--- src/pkg/rsl_pkg.sv ---
// Package of constants and types for the receive-skip and link-status registers
`default_nettype none

package rsl_pkg;

	// ------------------------------------------------------------
	// Host pin widths and register selection
	// ------------------------------------------------------------
	localparam int ADDR_W = 4;
	localparam int DATA_W = 8;
	localparam int PTR_W = 15;
	localparam logic [ADDR_W-1:0] CTRL_OFFSET = 4'hE;
	localparam logic [ADDR_W-1:0] STAT_OFFSET = 4'hF;

	// ------------------------------------------------------------
	// Control register fields
	// ------------------------------------------------------------
	localparam int CTRL_EN_RLINK = 7;
	localparam int CTRL_EN_LLINK = 6;
	localparam int CTRL_EN_BABBLE = 5;
	localparam int CTRL_SKIP = 2;
	localparam int CTRL_EN_SQE = 1;
	localparam int CTRL_FILTER = 0;
	localparam logic [DATA_W-1:0] CTRL_RESET = 8'h01;
	localparam logic [DATA_W-1:0] CTRL_WMASK = 8'hE3;

	// ------------------------------------------------------------
	// Transceiver status register fields
	// ------------------------------------------------------------
	localparam int STAT_RLINK = 7;
	localparam int STAT_LLINK = 6;
	localparam int STAT_BABBLE = 5;
	localparam int STAT_SIG = 4;
	localparam int STAT_POL = 3;
	localparam int STAT_SQE = 1;
	localparam logic [DATA_W-1:0] STAT_RESET = 8'h00;
	localparam logic [DATA_W-1:0] STAT_W1C_MASK = 8'hFA;
	// Status bits that may raise the interrupt, same positions as their enables
	localparam logic [DATA_W-1:0] IRQ_SRC_MASK = 8'hE2;

	// ------------------------------------------------------------
	// Timing
	// ------------------------------------------------------------
	localparam int CLK_PERIOD_NS = 10;
	localparam int SKIP_MAX_NS = 300;
	// Longest time rounds down
	localparam int SKIP_MAX_CYC = SKIP_MAX_NS / CLK_PERIOD_NS;
	// Command cycle, load cycle and exit cycle come out of the budget
	localparam int SKIP_WAIT_MAX = SKIP_MAX_CYC - 3;
	localparam int SKIP_CNT_W = 5;

	// ------------------------------------------------------------
	// Carriers
	// ------------------------------------------------------------
	typedef struct packed {
		logic cs_n;
		logic rd_n;
		logic wr_n;
		logic [ADDR_W-1:0] addr;
		logic [DATA_W-1:0] data;
	} rsl_host_pins_t;

	localparam rsl_host_pins_t PINS_IDLE = '{cs_n: 1'b1, rd_n: 1'b1, wr_n: 1'b1, addr: 4'h0, data: 8'h00};

	typedef struct packed {
		logic remote_link_fail_flag;
		logic local_link_fail_flag;
		logic remote_babble_flag;
		logic far_end_signalling_flag;
		logic rx_polarity_swap_flag;
		logic sqe_flag;
	} rsl_xcvr_raw_t;

	localparam rsl_xcvr_raw_t XCVR_IDLE = '{default: 1'b0};

	// Skip sequencer, Gray along idle, load, wait
	typedef enum logic [1:0] {
		SKIP_IDLE = 2'h0,
		SKIP_LOAD = 2'h1,
		SKIP_WAIT = 2'h3
	} rsl_skip_state_t;

endpackage

`default_nettype wire

--- src/logic/rsl_sync.sv ---
// Two-stage synchroniser bank for asynchronous pin inputs
`default_nettype none

module rsl_sync #(
	parameter int WIDTH = 1,
	parameter logic [WIDTH-1:0] RST_VAL = '0
) (
	input wire logic sys_clk_in,
	input wire logic arst_n_in,
	input wire logic ce_in,
	input wire logic [WIDTH-1:0] d_in,
	output logic [WIDTH-1:0] q_out
);

	logic [WIDTH-1:0] meta;
	logic [WIDTH-1:0] next_meta;
	logic [WIDTH-1:0] next_q;

	// ------------------------------------------------------------
	// Stages; the first is read only by the second
	// ------------------------------------------------------------
	always_comb begin
		next_meta = d_in;
		next_q = meta;
	end

	// Frozen with the rest of the block while the enable is low
	always_ff @(posedge sys_clk_in or negedge arst_n_in) begin
		if (!arst_n_in) begin
			meta <= RST_VAL;
			q_out <= RST_VAL;
		end else if (ce_in) begin
			meta <= next_meta;
			q_out <= next_q;
		end
	end

endmodule // rsl_sync

`default_nettype wire

--- src/logic/rsl_regs.sv ---
// Receive packet discard control and transceiver link status registers
`default_nettype none

module rsl_regs #(
	parameter int PTR_W = rsl_pkg::PTR_W
) (
	input wire logic sys_clk_in,
	input wire logic arst_n_in,
	input wire logic ce_in,
	input wire logic host_cs_n_in,
	input wire logic host_rd_n_in,
	input wire logic host_wr_n_in,
	input wire logic [rsl_pkg::ADDR_W-1:0] host_addr_in,
	input wire logic [rsl_pkg::DATA_W-1:0] host_data_in,
	output logic [rsl_pkg::DATA_W-1:0] host_data_out,
	output logic host_data_oe_out,
	input wire rsl_pkg::rsl_xcvr_raw_t xcvr_in,
	input wire logic pkt_pending_in,
	input wire logic rd_ready_in,
	input wire logic [PTR_W-1:0] next_pkt_start_in,
	input wire logic [PTR_W-1:0] buf_end_in,
	output logic [PTR_W-1:0] read_ptr_out,
	output logic read_ptr_load_out,
	output logic filter_self_rx_out,
	output logic irq_out
);

	// ------------------------------------------------------------
	// Decode used by both the write and the read paths
	// ------------------------------------------------------------
	function automatic logic hit(input logic [rsl_pkg::ADDR_W-1:0] addr, input logic [rsl_pkg::ADDR_W-1:0] off);
		hit = (addr == off);
	endfunction

	// ------------------------------------------------------------
	// Pin synchronisers
	// ------------------------------------------------------------
	rsl_pkg::rsl_host_pins_t pin_raw;
	rsl_pkg::rsl_host_pins_t pin_s;
	rsl_pkg::rsl_xcvr_raw_t xr_s;

	// Bundle the host pins so they cross together
	always_comb begin
		pin_raw.cs_n = host_cs_n_in;
		pin_raw.rd_n = host_rd_n_in;
		pin_raw.wr_n = host_wr_n_in;
		pin_raw.addr = host_addr_in;
		pin_raw.data = host_data_in;
	end

	rsl_sync #(
		.WIDTH($bits(rsl_pkg::rsl_host_pins_t)),
		.RST_VAL(rsl_pkg::PINS_IDLE)
	) u_pin_sync (
		.sys_clk_in(sys_clk_in),
		.arst_n_in(arst_n_in),
		.ce_in(ce_in),
		.d_in(pin_raw),
		.q_out(pin_s)
	);

	rsl_sync #(
		.WIDTH($bits(rsl_pkg::rsl_xcvr_raw_t)),
		.RST_VAL(rsl_pkg::XCVR_IDLE)
	) u_xcvr_sync (
		.sys_clk_in(sys_clk_in),
		.arst_n_in(arst_n_in),
		.ce_in(ce_in),
		.d_in(xcvr_in),
		.q_out(xr_s)
	);

	// ------------------------------------------------------------
	// Host write capture
	// ------------------------------------------------------------
	rsl_pkg::rsl_host_pins_t pin_q;
	rsl_pkg::rsl_host_pins_t next_pin_q;
	logic wr_commit;
	logic wr_ctrl;
	logic wr_stat;
	logic [rsl_pkg::DATA_W-1:0] wdata;

	// Commit on the trailing edge of the write strobe, using the sample
	// taken while it was still low, since data may vanish right after
	always_comb begin
		next_pin_q = pin_s;
		wr_commit = !pin_q.cs_n && !pin_q.wr_n && pin_s.wr_n;
		wr_ctrl = wr_commit && hit(pin_q.addr, rsl_pkg::CTRL_OFFSET);
		wr_stat = wr_commit && hit(pin_q.addr, rsl_pkg::STAT_OFFSET);
		wdata = pin_q.data;
	end

	always_ff @(posedge sys_clk_in or negedge arst_n_in) begin
		if (!arst_n_in) begin
			pin_q <= rsl_pkg::PINS_IDLE;
		end else if (ce_in) begin
			pin_q <= next_pin_q;
		end
	end

	// ------------------------------------------------------------
	// Control register
	// ------------------------------------------------------------
	logic [rsl_pkg::DATA_W-1:0] ctrl;
	logic [rsl_pkg::DATA_W-1:0] next_ctrl;

	// Enables and filter bit; reserved and command bits are not stored
	always_comb begin
		next_ctrl = ctrl;
		if (wr_ctrl) begin
			next_ctrl = wdata & rsl_pkg::CTRL_WMASK;
		end
	end

	always_ff @(posedge sys_clk_in or negedge arst_n_in) begin
		if (!arst_n_in) begin
			ctrl <= rsl_pkg::CTRL_RESET;
		end else if (ce_in) begin
			ctrl <= next_ctrl;
		end
	end

	// ------------------------------------------------------------
	// Transceiver status flags
	// ------------------------------------------------------------
	logic [rsl_pkg::DATA_W-1:0] stat;
	logic [rsl_pkg::DATA_W-1:0] next_stat;
	logic [rsl_pkg::DATA_W-1:0] set_vec;
	logic [rsl_pkg::DATA_W-1:0] clr_vec;

	// Sticky flags; a set in the clearing cycle wins over the clear.
	// Remote flags only follow the far port while it signals.
	always_comb begin
		set_vec = '0;
		set_vec[rsl_pkg::STAT_RLINK] = xr_s.remote_link_fail_flag && xr_s.far_end_signalling_flag;
		set_vec[rsl_pkg::STAT_LLINK] = xr_s.local_link_fail_flag;
		set_vec[rsl_pkg::STAT_BABBLE] = xr_s.remote_babble_flag && xr_s.far_end_signalling_flag;
		set_vec[rsl_pkg::STAT_SIG] = xr_s.far_end_signalling_flag;
		set_vec[rsl_pkg::STAT_POL] = xr_s.rx_polarity_swap_flag;
		set_vec[rsl_pkg::STAT_SQE] = xr_s.sqe_flag;
		clr_vec = wr_stat ? (wdata & rsl_pkg::STAT_W1C_MASK) : '0;
		next_stat = (stat & ~clr_vec) | set_vec;
	end

	always_ff @(posedge sys_clk_in or negedge arst_n_in) begin
		if (!arst_n_in) begin
			stat <= rsl_pkg::STAT_RESET;
		end else if (ce_in) begin
			stat <= next_stat;
		end
	end

	// ------------------------------------------------------------
	// Packet discard sequencer
	// ------------------------------------------------------------
	rsl_pkg::rsl_skip_state_t skip_state;
	rsl_pkg::rsl_skip_state_t next_skip_state;
	logic [rsl_pkg::SKIP_CNT_W-1:0] skip_cnt;
	logic [rsl_pkg::SKIP_CNT_W-1:0] next_skip_cnt;
	logic [PTR_W-1:0] next_read_ptr;
	logic next_read_ptr_load;
	logic skip_cmd;
	logic skip_busy;

	// The wait is cut off at the limit so the command bit always
	// falls inside its time budget, even if the buffer side stalls
	always_comb begin
		skip_cmd = wr_ctrl && wdata[rsl_pkg::CTRL_SKIP];
		skip_busy = (skip_state != rsl_pkg::SKIP_IDLE);
		next_skip_state = skip_state;
		next_skip_cnt = skip_cnt;
		next_read_ptr = read_ptr_out;
		next_read_ptr_load = 1'b0;
		case (skip_state)
			rsl_pkg::SKIP_IDLE: begin
				if (skip_cmd) begin
					next_skip_state = rsl_pkg::SKIP_LOAD;
				end
			end
			rsl_pkg::SKIP_LOAD: begin
				next_read_ptr = pkt_pending_in ? next_pkt_start_in : buf_end_in;
				next_read_ptr_load = 1'b1;
				next_skip_cnt = '0;
				next_skip_state = rsl_pkg::SKIP_WAIT;
			end
			rsl_pkg::SKIP_WAIT: begin
				next_skip_cnt = skip_cnt + 1'b1;
				if (rd_ready_in || !pkt_pending_in ||
					skip_cnt == rsl_pkg::SKIP_CNT_W'(rsl_pkg::SKIP_WAIT_MAX)) begin
					next_skip_state = rsl_pkg::SKIP_IDLE;
				end
			end
			default: begin
				next_skip_state = rsl_pkg::SKIP_IDLE;
			end
		endcase
	end

	always_ff @(posedge sys_clk_in or negedge arst_n_in) begin
		if (!arst_n_in) begin
			skip_state <= rsl_pkg::SKIP_IDLE;
			skip_cnt <= '0;
			read_ptr_out <= '0;
			read_ptr_load_out <= 1'b0;
		end else if (ce_in) begin
			skip_state <= next_skip_state;
			skip_cnt <= next_skip_cnt;
			read_ptr_out <= next_read_ptr;
			read_ptr_load_out <= next_read_ptr_load;
		end
	end

	// ------------------------------------------------------------
	// Host read data, filter and interrupt outputs
	// ------------------------------------------------------------
	logic [rsl_pkg::DATA_W-1:0] ctrl_view;
	logic [rsl_pkg::DATA_W-1:0] next_dout;
	logic next_oe;
	logic next_irq;

	// Read data is held between reads so the bus sees a steady value
	always_comb begin
		ctrl_view = ctrl;
		ctrl_view[rsl_pkg::CTRL_SKIP] = skip_busy;
		next_oe = !pin_s.cs_n && !pin_s.rd_n;
		next_dout = host_data_out;
		if (next_oe) begin
			if (hit(pin_s.addr, rsl_pkg::CTRL_OFFSET)) begin
				next_dout = ctrl_view;
			end else if (hit(pin_s.addr, rsl_pkg::STAT_OFFSET)) begin
				next_dout = stat;
			end else begin
				next_dout = '0;
			end
		end
		next_irq = |(stat & ctrl & rsl_pkg::IRQ_SRC_MASK);
	end

	always_ff @(posedge sys_clk_in or negedge arst_n_in) begin
		if (!arst_n_in) begin
			host_data_out <= '0;
			host_data_oe_out <= 1'b0;
			irq_out <= 1'b0;
			filter_self_rx_out <= 1'b1;
		end else if (ce_in) begin
			host_data_out <= next_dout;
			host_data_oe_out <= next_oe;
			irq_out <= next_irq;
			filter_self_rx_out <= next_ctrl[rsl_pkg::CTRL_FILTER];
		end
	end

	localparam int SKIP_LIM = rsl_pkg::SKIP_MAX_CYC;
	logic [rsl_pkg::SKIP_CNT_W:0] busy_age;

	// Enabled cycles spent busy since the command was taken
	always_ff @(posedge sys_clk_in or negedge arst_n_in) begin
		if (!arst_n_in) begin
			busy_age <= '0;
		end else if (ce_in) begin
			busy_age <= skip_busy ? busy_age + 1'b1 : '0;
		end
	end
endmodule // rsl_regs

`default_nettype wire

--- config.mk ---
export PLATFORM = sky130hd
export DESIGN_NAME = rsl_regs
export DESIGN_NICKNAME = d
export VERILOG_FILES = /design/src/pkg/rsl_pkg.sv /design/src/logic/rsl_sync.sv /design/src/logic/rsl_regs.sv
export SDC_FILE = /design/constraint.sdc
export NUM_CORES = 1
export LEC_CHECK = 0
export BUFFER_PORTS_ARGS = -buffer_cell sky130_fd_sc_hd__buf_4
export CORE_UTILIZATION = 49
export CTS_CLUSTER_DIAMETER = 60
export DETAILED_ROUTE_END_ITERATION = 8
export GPL_TIMING_DRIVEN = 1
export PLACE_DENSITY = 0.76
export SLEW_MARGIN = 15
export SYNTH_ARGS = -nofsm -noshare
export SYNTH_HDL_FRONTEND = slang
export SYNTH_SLANG_ARGS = --single-unit
--- constraint.sdc ---
create_clock -name sys_clk_in -period 2.7 [get_ports sys_clk_in]
set_input_delay 0.135 -clock sys_clk_in [delete_from_list [all_inputs] [get_ports sys_clk_in]]
set_output_delay 0.135 -clock sys_clk_in [all_outputs]
set_load 0.1 [all_outputs]
Word level (Yosys, flattened, before mapping) --
Cells that the tools add are included.
Cells by class: add/sub/neg operators 1, eq/ne operators 9, muxes and demuxes 10, bitwise gates (word level) 4, reduce and logical (&&, ||, !) cells 24
Operators by type and width (number):
- two-way mux 8 bit | 3
- bitwise AND 8 bit | 2
- equality test 4 bit (second input constant) | 4
- two-way mux 15 bit | 1
- case mux 5 bit (2 select lines) | 1
- logical AND 1 bit | 8
- NOT 8 bit | 1
- OR 8 bit | 1
- AND reduction 2 bit | 4
- case mux 2 bit (3 select lines) | 1
- adder 5 x 1 -> 5 bit (second input constant) | 1
- equality test 5 bit (second input constant) | 1
- zero test 1 bit | 5
- two-way mux 2 bit | 2
- inequality test 2 bit (second input constant) | 2
- nonzero test 2 bit | 2
- OR reduction 4 bit | 1
- AND reduction 3 bit | 1
- equality test 2 x 1 -> 1 bit (second input constant) | 1
- equality test 2 bit (second input constant) | 1
- zero test 2 bit | 1
- logical OR 1 bit | 2
- two-way mux 1 bit | 2
Storage, ports and cells: flip-flop bits (word level) 102, input port bits 56, output and inout bits 27, logic and storage cells 66

Depth between registers and ports, before layout --
depth after elaboration 8, depth in mapped cells 5, mapped depth without buffers 4

Modules after synthesis --
From an unflattened synthesis, not the netlist that was laid out.
Unflattened totals: cell total of the unflattened synthesis 304, area, all modules 4254.1 um^2
Modules (own cells, without submodules):
- rsl_regs | instances 1, cells each 216, area each 2527.4 um^2, seq. area each 1455.1 um^2
- rsl_sync (u_pin_sync) | instances 1, cells each 63, area each 1242.4 um^2, seq. area each 758.2 um^2
- rsl_sync (u_xcvr_sync) | instances 1, cells each 25, area each 484.2 um^2, seq. area each 300.3 um^2

Least setup slack after synthesis --
OpenSTA, ideal clock, no wires.
path type reg-to-reg, from register u_pin_sync.q_out[12], to register ctrl[1] (netlist name), library setup time 0.125 ns, arrival 1.398 ns, required time 2.575 ns, path slack 1.177 ns, cell stages (with the launch flop) 4, path buffers 0, period minus slack after synthesis 1.523 ns, cell sequence dfstp_2 nand4bb_1 nor3_2 mux2_2
Between the ends: longest elaborated chain between the ends 3
RTL lines:
- from (decl) | line rsl_sync.sv:12 | output logic [WIDTH-1:0] q_out
- from (signal assigned) | line rsl_sync.sv:34 | q_out <= next_q;
- logical AND 1 bit | line rsl_regs.sv:87 | wr_commit = !pin_q.cs_n && !pin_q.wr_n && pin_s.wr_n;
- logical AND 1 bit | line rsl_regs.sv:88 | wr_ctrl = wr_commit && hit(pin_q.addr, rsl_pkg::CTRL_OFFSET);
- AND reduction 2 bit (no source line)
- to (signal assigned) | line rsl_regs.sv:117 | ctrl <= rsl_pkg::CTRL_RESET;
- to (signal assigned) | line rsl_regs.sv:119 | ctrl <= next_ctrl;
- to (decl) | line rsl_regs.sv:104 | logic [rsl_pkg::DATA_W-1:0] ctrl;
No other way between the ends. A chain may end at the register's enable or synchronous reset.

Worst setup path after layout --
from register u_pin_sync.q_out[12], to register ctrl[7] (netlist name)
The elaborated chain is that of the path after synthesis.

==> metrics.md <==
| Metric | Value |
|---|---|
| Multi-input logic area | `1470 µm²` |
| WL met3 | `481 µm` |
| Initial DRC count | `124` |
| Post-place setup slack | `0.911 ns` |
| Netlist cell types | `38` |
| Cells along the critical path | `nand4bb_1 > nor3_2 > mux2_2` |
| Slew headroom | `39.6%` |
| First-pass GRT wire length | `roughly 13 mm` |
| Synth Instances | `307` |
| Max Clock Skew | `about 0.011 ns` |
| CP Data Arrival Time | `2.03 ns` |
| Largest net degree at the start of global routing | `74` |
| Initial antenna violation count | `0` |
| Register area | `2510 µm²` |
| DR pass1 iterations | `4` |
| Seq/Total Area, Yosys | `61.7%` |
| # hold bufs at CTS | `14` |
| Layout cells sized above 1 | `42.6%` |
| Die X | `93.2 µm` |
| Worst skew pair latency | `0.36 ns` |
| Tmin final | `1.79 ns` |
| Ys async rst share | `100%` |
| Max-cap violation count | `0` |
| Run status | `finished clean` |
| Syn avg cell area | `13.3 µm²` |
| Worst-case clock buffer depth | `2` |
| Die height | `93.2 µm` |
| Avg WL per Cell | `14.7 µm` |
| Critical Path RT | `2.94 ns` |
| CP max FO | `6` |
| Final non-filler cell total | `510` |
| Highest routed layer | `met4` |
| Total Routing Usage GR | `between 10% and 20%` |
| Area grow syn2layout | `25.6%` |
| Post-route ant nets | `0` |
| Clk sinks | `100` |
| IO buf count | `82` |
| Mapped Area | `4070 µm²` |
| # rows | `32` |
| # resized after CTS | `0` |
| Num CTS Buffers | `9` |
| Via density per instance | `5.22` |
| Endpoints failing setup | `0` |
| Crit path buf inv count | `0` |
| RSZ-0062 raised after global routing | `false` |
| Core outline area | `7890 µm²` |
| M1 wire length | `about 3.6 mm` |
| TNS Setup | `0 ns` |
| Crit. End Element | `flip-flop` |
| TritonCTS clock tree | `yes` |
| Detailed-route via count | `2663` |
| Nets | `460` |
| Ports | `slightly above 80` |
| Number of global-route vias before repair | `2623` |
| Clock-pin transition on the worst setup and hold timing paths | `around 0.080 ns` |
| H-Tree Depth | `3` |
| Maximum VDD drop | `0.381 mV` |
| #FFs+latches synth | `100` |
| Leakage dissipation | `0.00234 µW` |
| Setup Fix Bufs, Post-CTS | `0` |
| Period utilisation layout | `66.3%` |
| Number of fill cells in the layout | `600` |
| Top delay family on crit path | `simple AND/OR/NAND/NOR gates` |
| Final Core Density | `64.8%` |
| YS warnings | `0` |
| Placer Congestion | `0.793` |
| Fmax | `roughly 560 MHz` |
| HPWL Detailed | `5.15 mm` |
| Slowest CP cell | `dfstp_2` |
| Post-synth EDFFs | `0` |
| Worst-margin pin slew | `0.903 ns` |
| Final hold viol count | `0` |
| Pwr Density | `approximately 900 nW/µm²` |
| Total Power | `4580 µW` |
| DRC viols | `0` |
| Placed insts | `478` |
| Routed WL | `7.52 mm` |
| Global route overflow | `0` |
| Antenna Cells | `0` |
| Worst setup margin | `approximately 0.9 ns` |
| CTS root buffer | `clkbuf_8` |
| Hold Crit Class | `in2reg` |
| Worst Setup Path Type | `reg2reg` |
| Syn Nets | `between 300 and 400` |
| CP max stage delay | `0.55 ns` |
| Routed wl met2 | `3.36 mm` |
| Initial Util | `about half` |
| Ys flop type | `dfrtp_1` |
| Startpoint class of the critical path | `flip-flop` |
| Slew Limit Fails | `0` |
| Die Area | `between 8000 and 9000 µm²` |
## per-layer routing
| layer | global-route usage, % | up-vias |
|---|---|---|
| li1 | - | 1283 |
| met1 | 26.1 | 1277 |
| met2 | 28.9 | 94 |
| met3 | 4.55 | 9 |
| met4 | 6.79 | 0 |
| met5 | 0 | - |
## cells by family (layout without fill, tap and decap cells)
kind of cell | count (synthesis) | count (layout) | share of synthesized area [%]
and+or+nand+nor | 60 | 60 | 7.28
adders and majority gates | 1 | 1 | 0.307
AOI/OAI and AO/OA | 45 | 45 | 7.16
DFF | 100 | 100 | 61.7
buffers and inverters | 22 | 123 | 2.27
muxes | 79 | 79 | 21.2
## cells in the final DEF, fill, tap and decap left out, types with 2 or more instances in the layout
cell	count
a221o_1	3
a22oi_1	2
a32o_1	3
buf_4	85
clkbuf_8	12
clkinv_2	3
dfrtp_1	91
dfstp_2	9
dlygate4sd3_1	16
inv_1	6
mux2_2	59
mux2i_1	20
nand2_1	32
nand2b_1	3
nand3_1	6
nor2_1	3
nor2b_1	5
o21ai_0	27
o31ai_1	3
## power breakdown
| group | switching, µW | total [µW] | internal, µW |
|---|---|---|---|
| combinational | 1250 | 1700 | 450 |
| clock | 476 | 883 | 406 |
| sequential | 195 | 2000 | 1800 |
## metrics by stage
step / cell area [µm²] / hold WS, ns
finish: 5110 / 0.0133
detailed placement: 4770 / 0.317
floorplan: 4070 / -0.161
global placement: 4770 / 0.313
global route: 5110 / 0.00275
CTS: 5090 / 0.000109
## worst paths after layout
kind	startpoint	end	slack (ns)	depth (start not counted)
setup / recovery	u_pin_sync.q_out[12]	ctrl[7]	0.91	3
hold reg to reg	u_xcvr_sync.q_out[3]	stat[5]	0.48	2
setup reg to reg	u_pin_sync.q_out[12]	ctrl[7]	0.91	3
hold / removal	host_rd_n_in	u_pin_sync.meta[13]	0.01	2
max in group asynchronous	arst_n_in	read_ptr_out[2]	1.48	3
min in group asynchronous	arst_n_in	skip_cnt[3]	0.45	2
## state kept, by name, indices dropped and copies added (netlist names), 2 cells and up
| name | count |
|---|---|
| wdata | 8 |
| ctrl | 5 |
| u_pin_sync.meta | 15 |
| skip_state | 2 |
| pin_q | 6 |
| skip_cnt | 5 |
| u_xcvr_sync.q_out | 6 |
| u_xcvr_sync.meta | 6 |
| read_ptr_out | 15 |
| u_pin_sync.q_out | 15 |
| stat | 6 |
| host_data_out | 8 |
## synthesized netlist by cell type (2+ instances only)
cell type  number  area (µm²)
dfrtp_1        91        2280
mux2_2         59         664
nand2_1        32         120
o21ai_0        27         135
mux2i_1        20         200
clkbuf_1        9        33.8
dfstp_2         9         236
inv_1           6        22.5
nand3_1         6        30.0
buf_2           5        25.0
nor2b_1         5        31.3
a221o_1         3        30.0
a32o_1          3        30.0
nand2b_1        3        18.8
nor2_1          3        11.3
o31ai_1         3        22.5
a22oi_1         2        15.0
## final cells by class
type,count,area share [%]
well taps,102,2.50
flip-flops and latches,100,49.1
repair buffers,101,15.6
clock inverters,4,0.440
clock buffers,12,3.23
multi-input cells,185,28.6
inverters,6,0.440
## worst reg2reg max path, cell delays in order, from the launching register on
cell and delay, ns:
dfstp_2 0.55, nand4bb_1 0.22, nor3_2 0.52, mux2_2 0.39
Note: power is estimated with default switching activity, not from simulation.
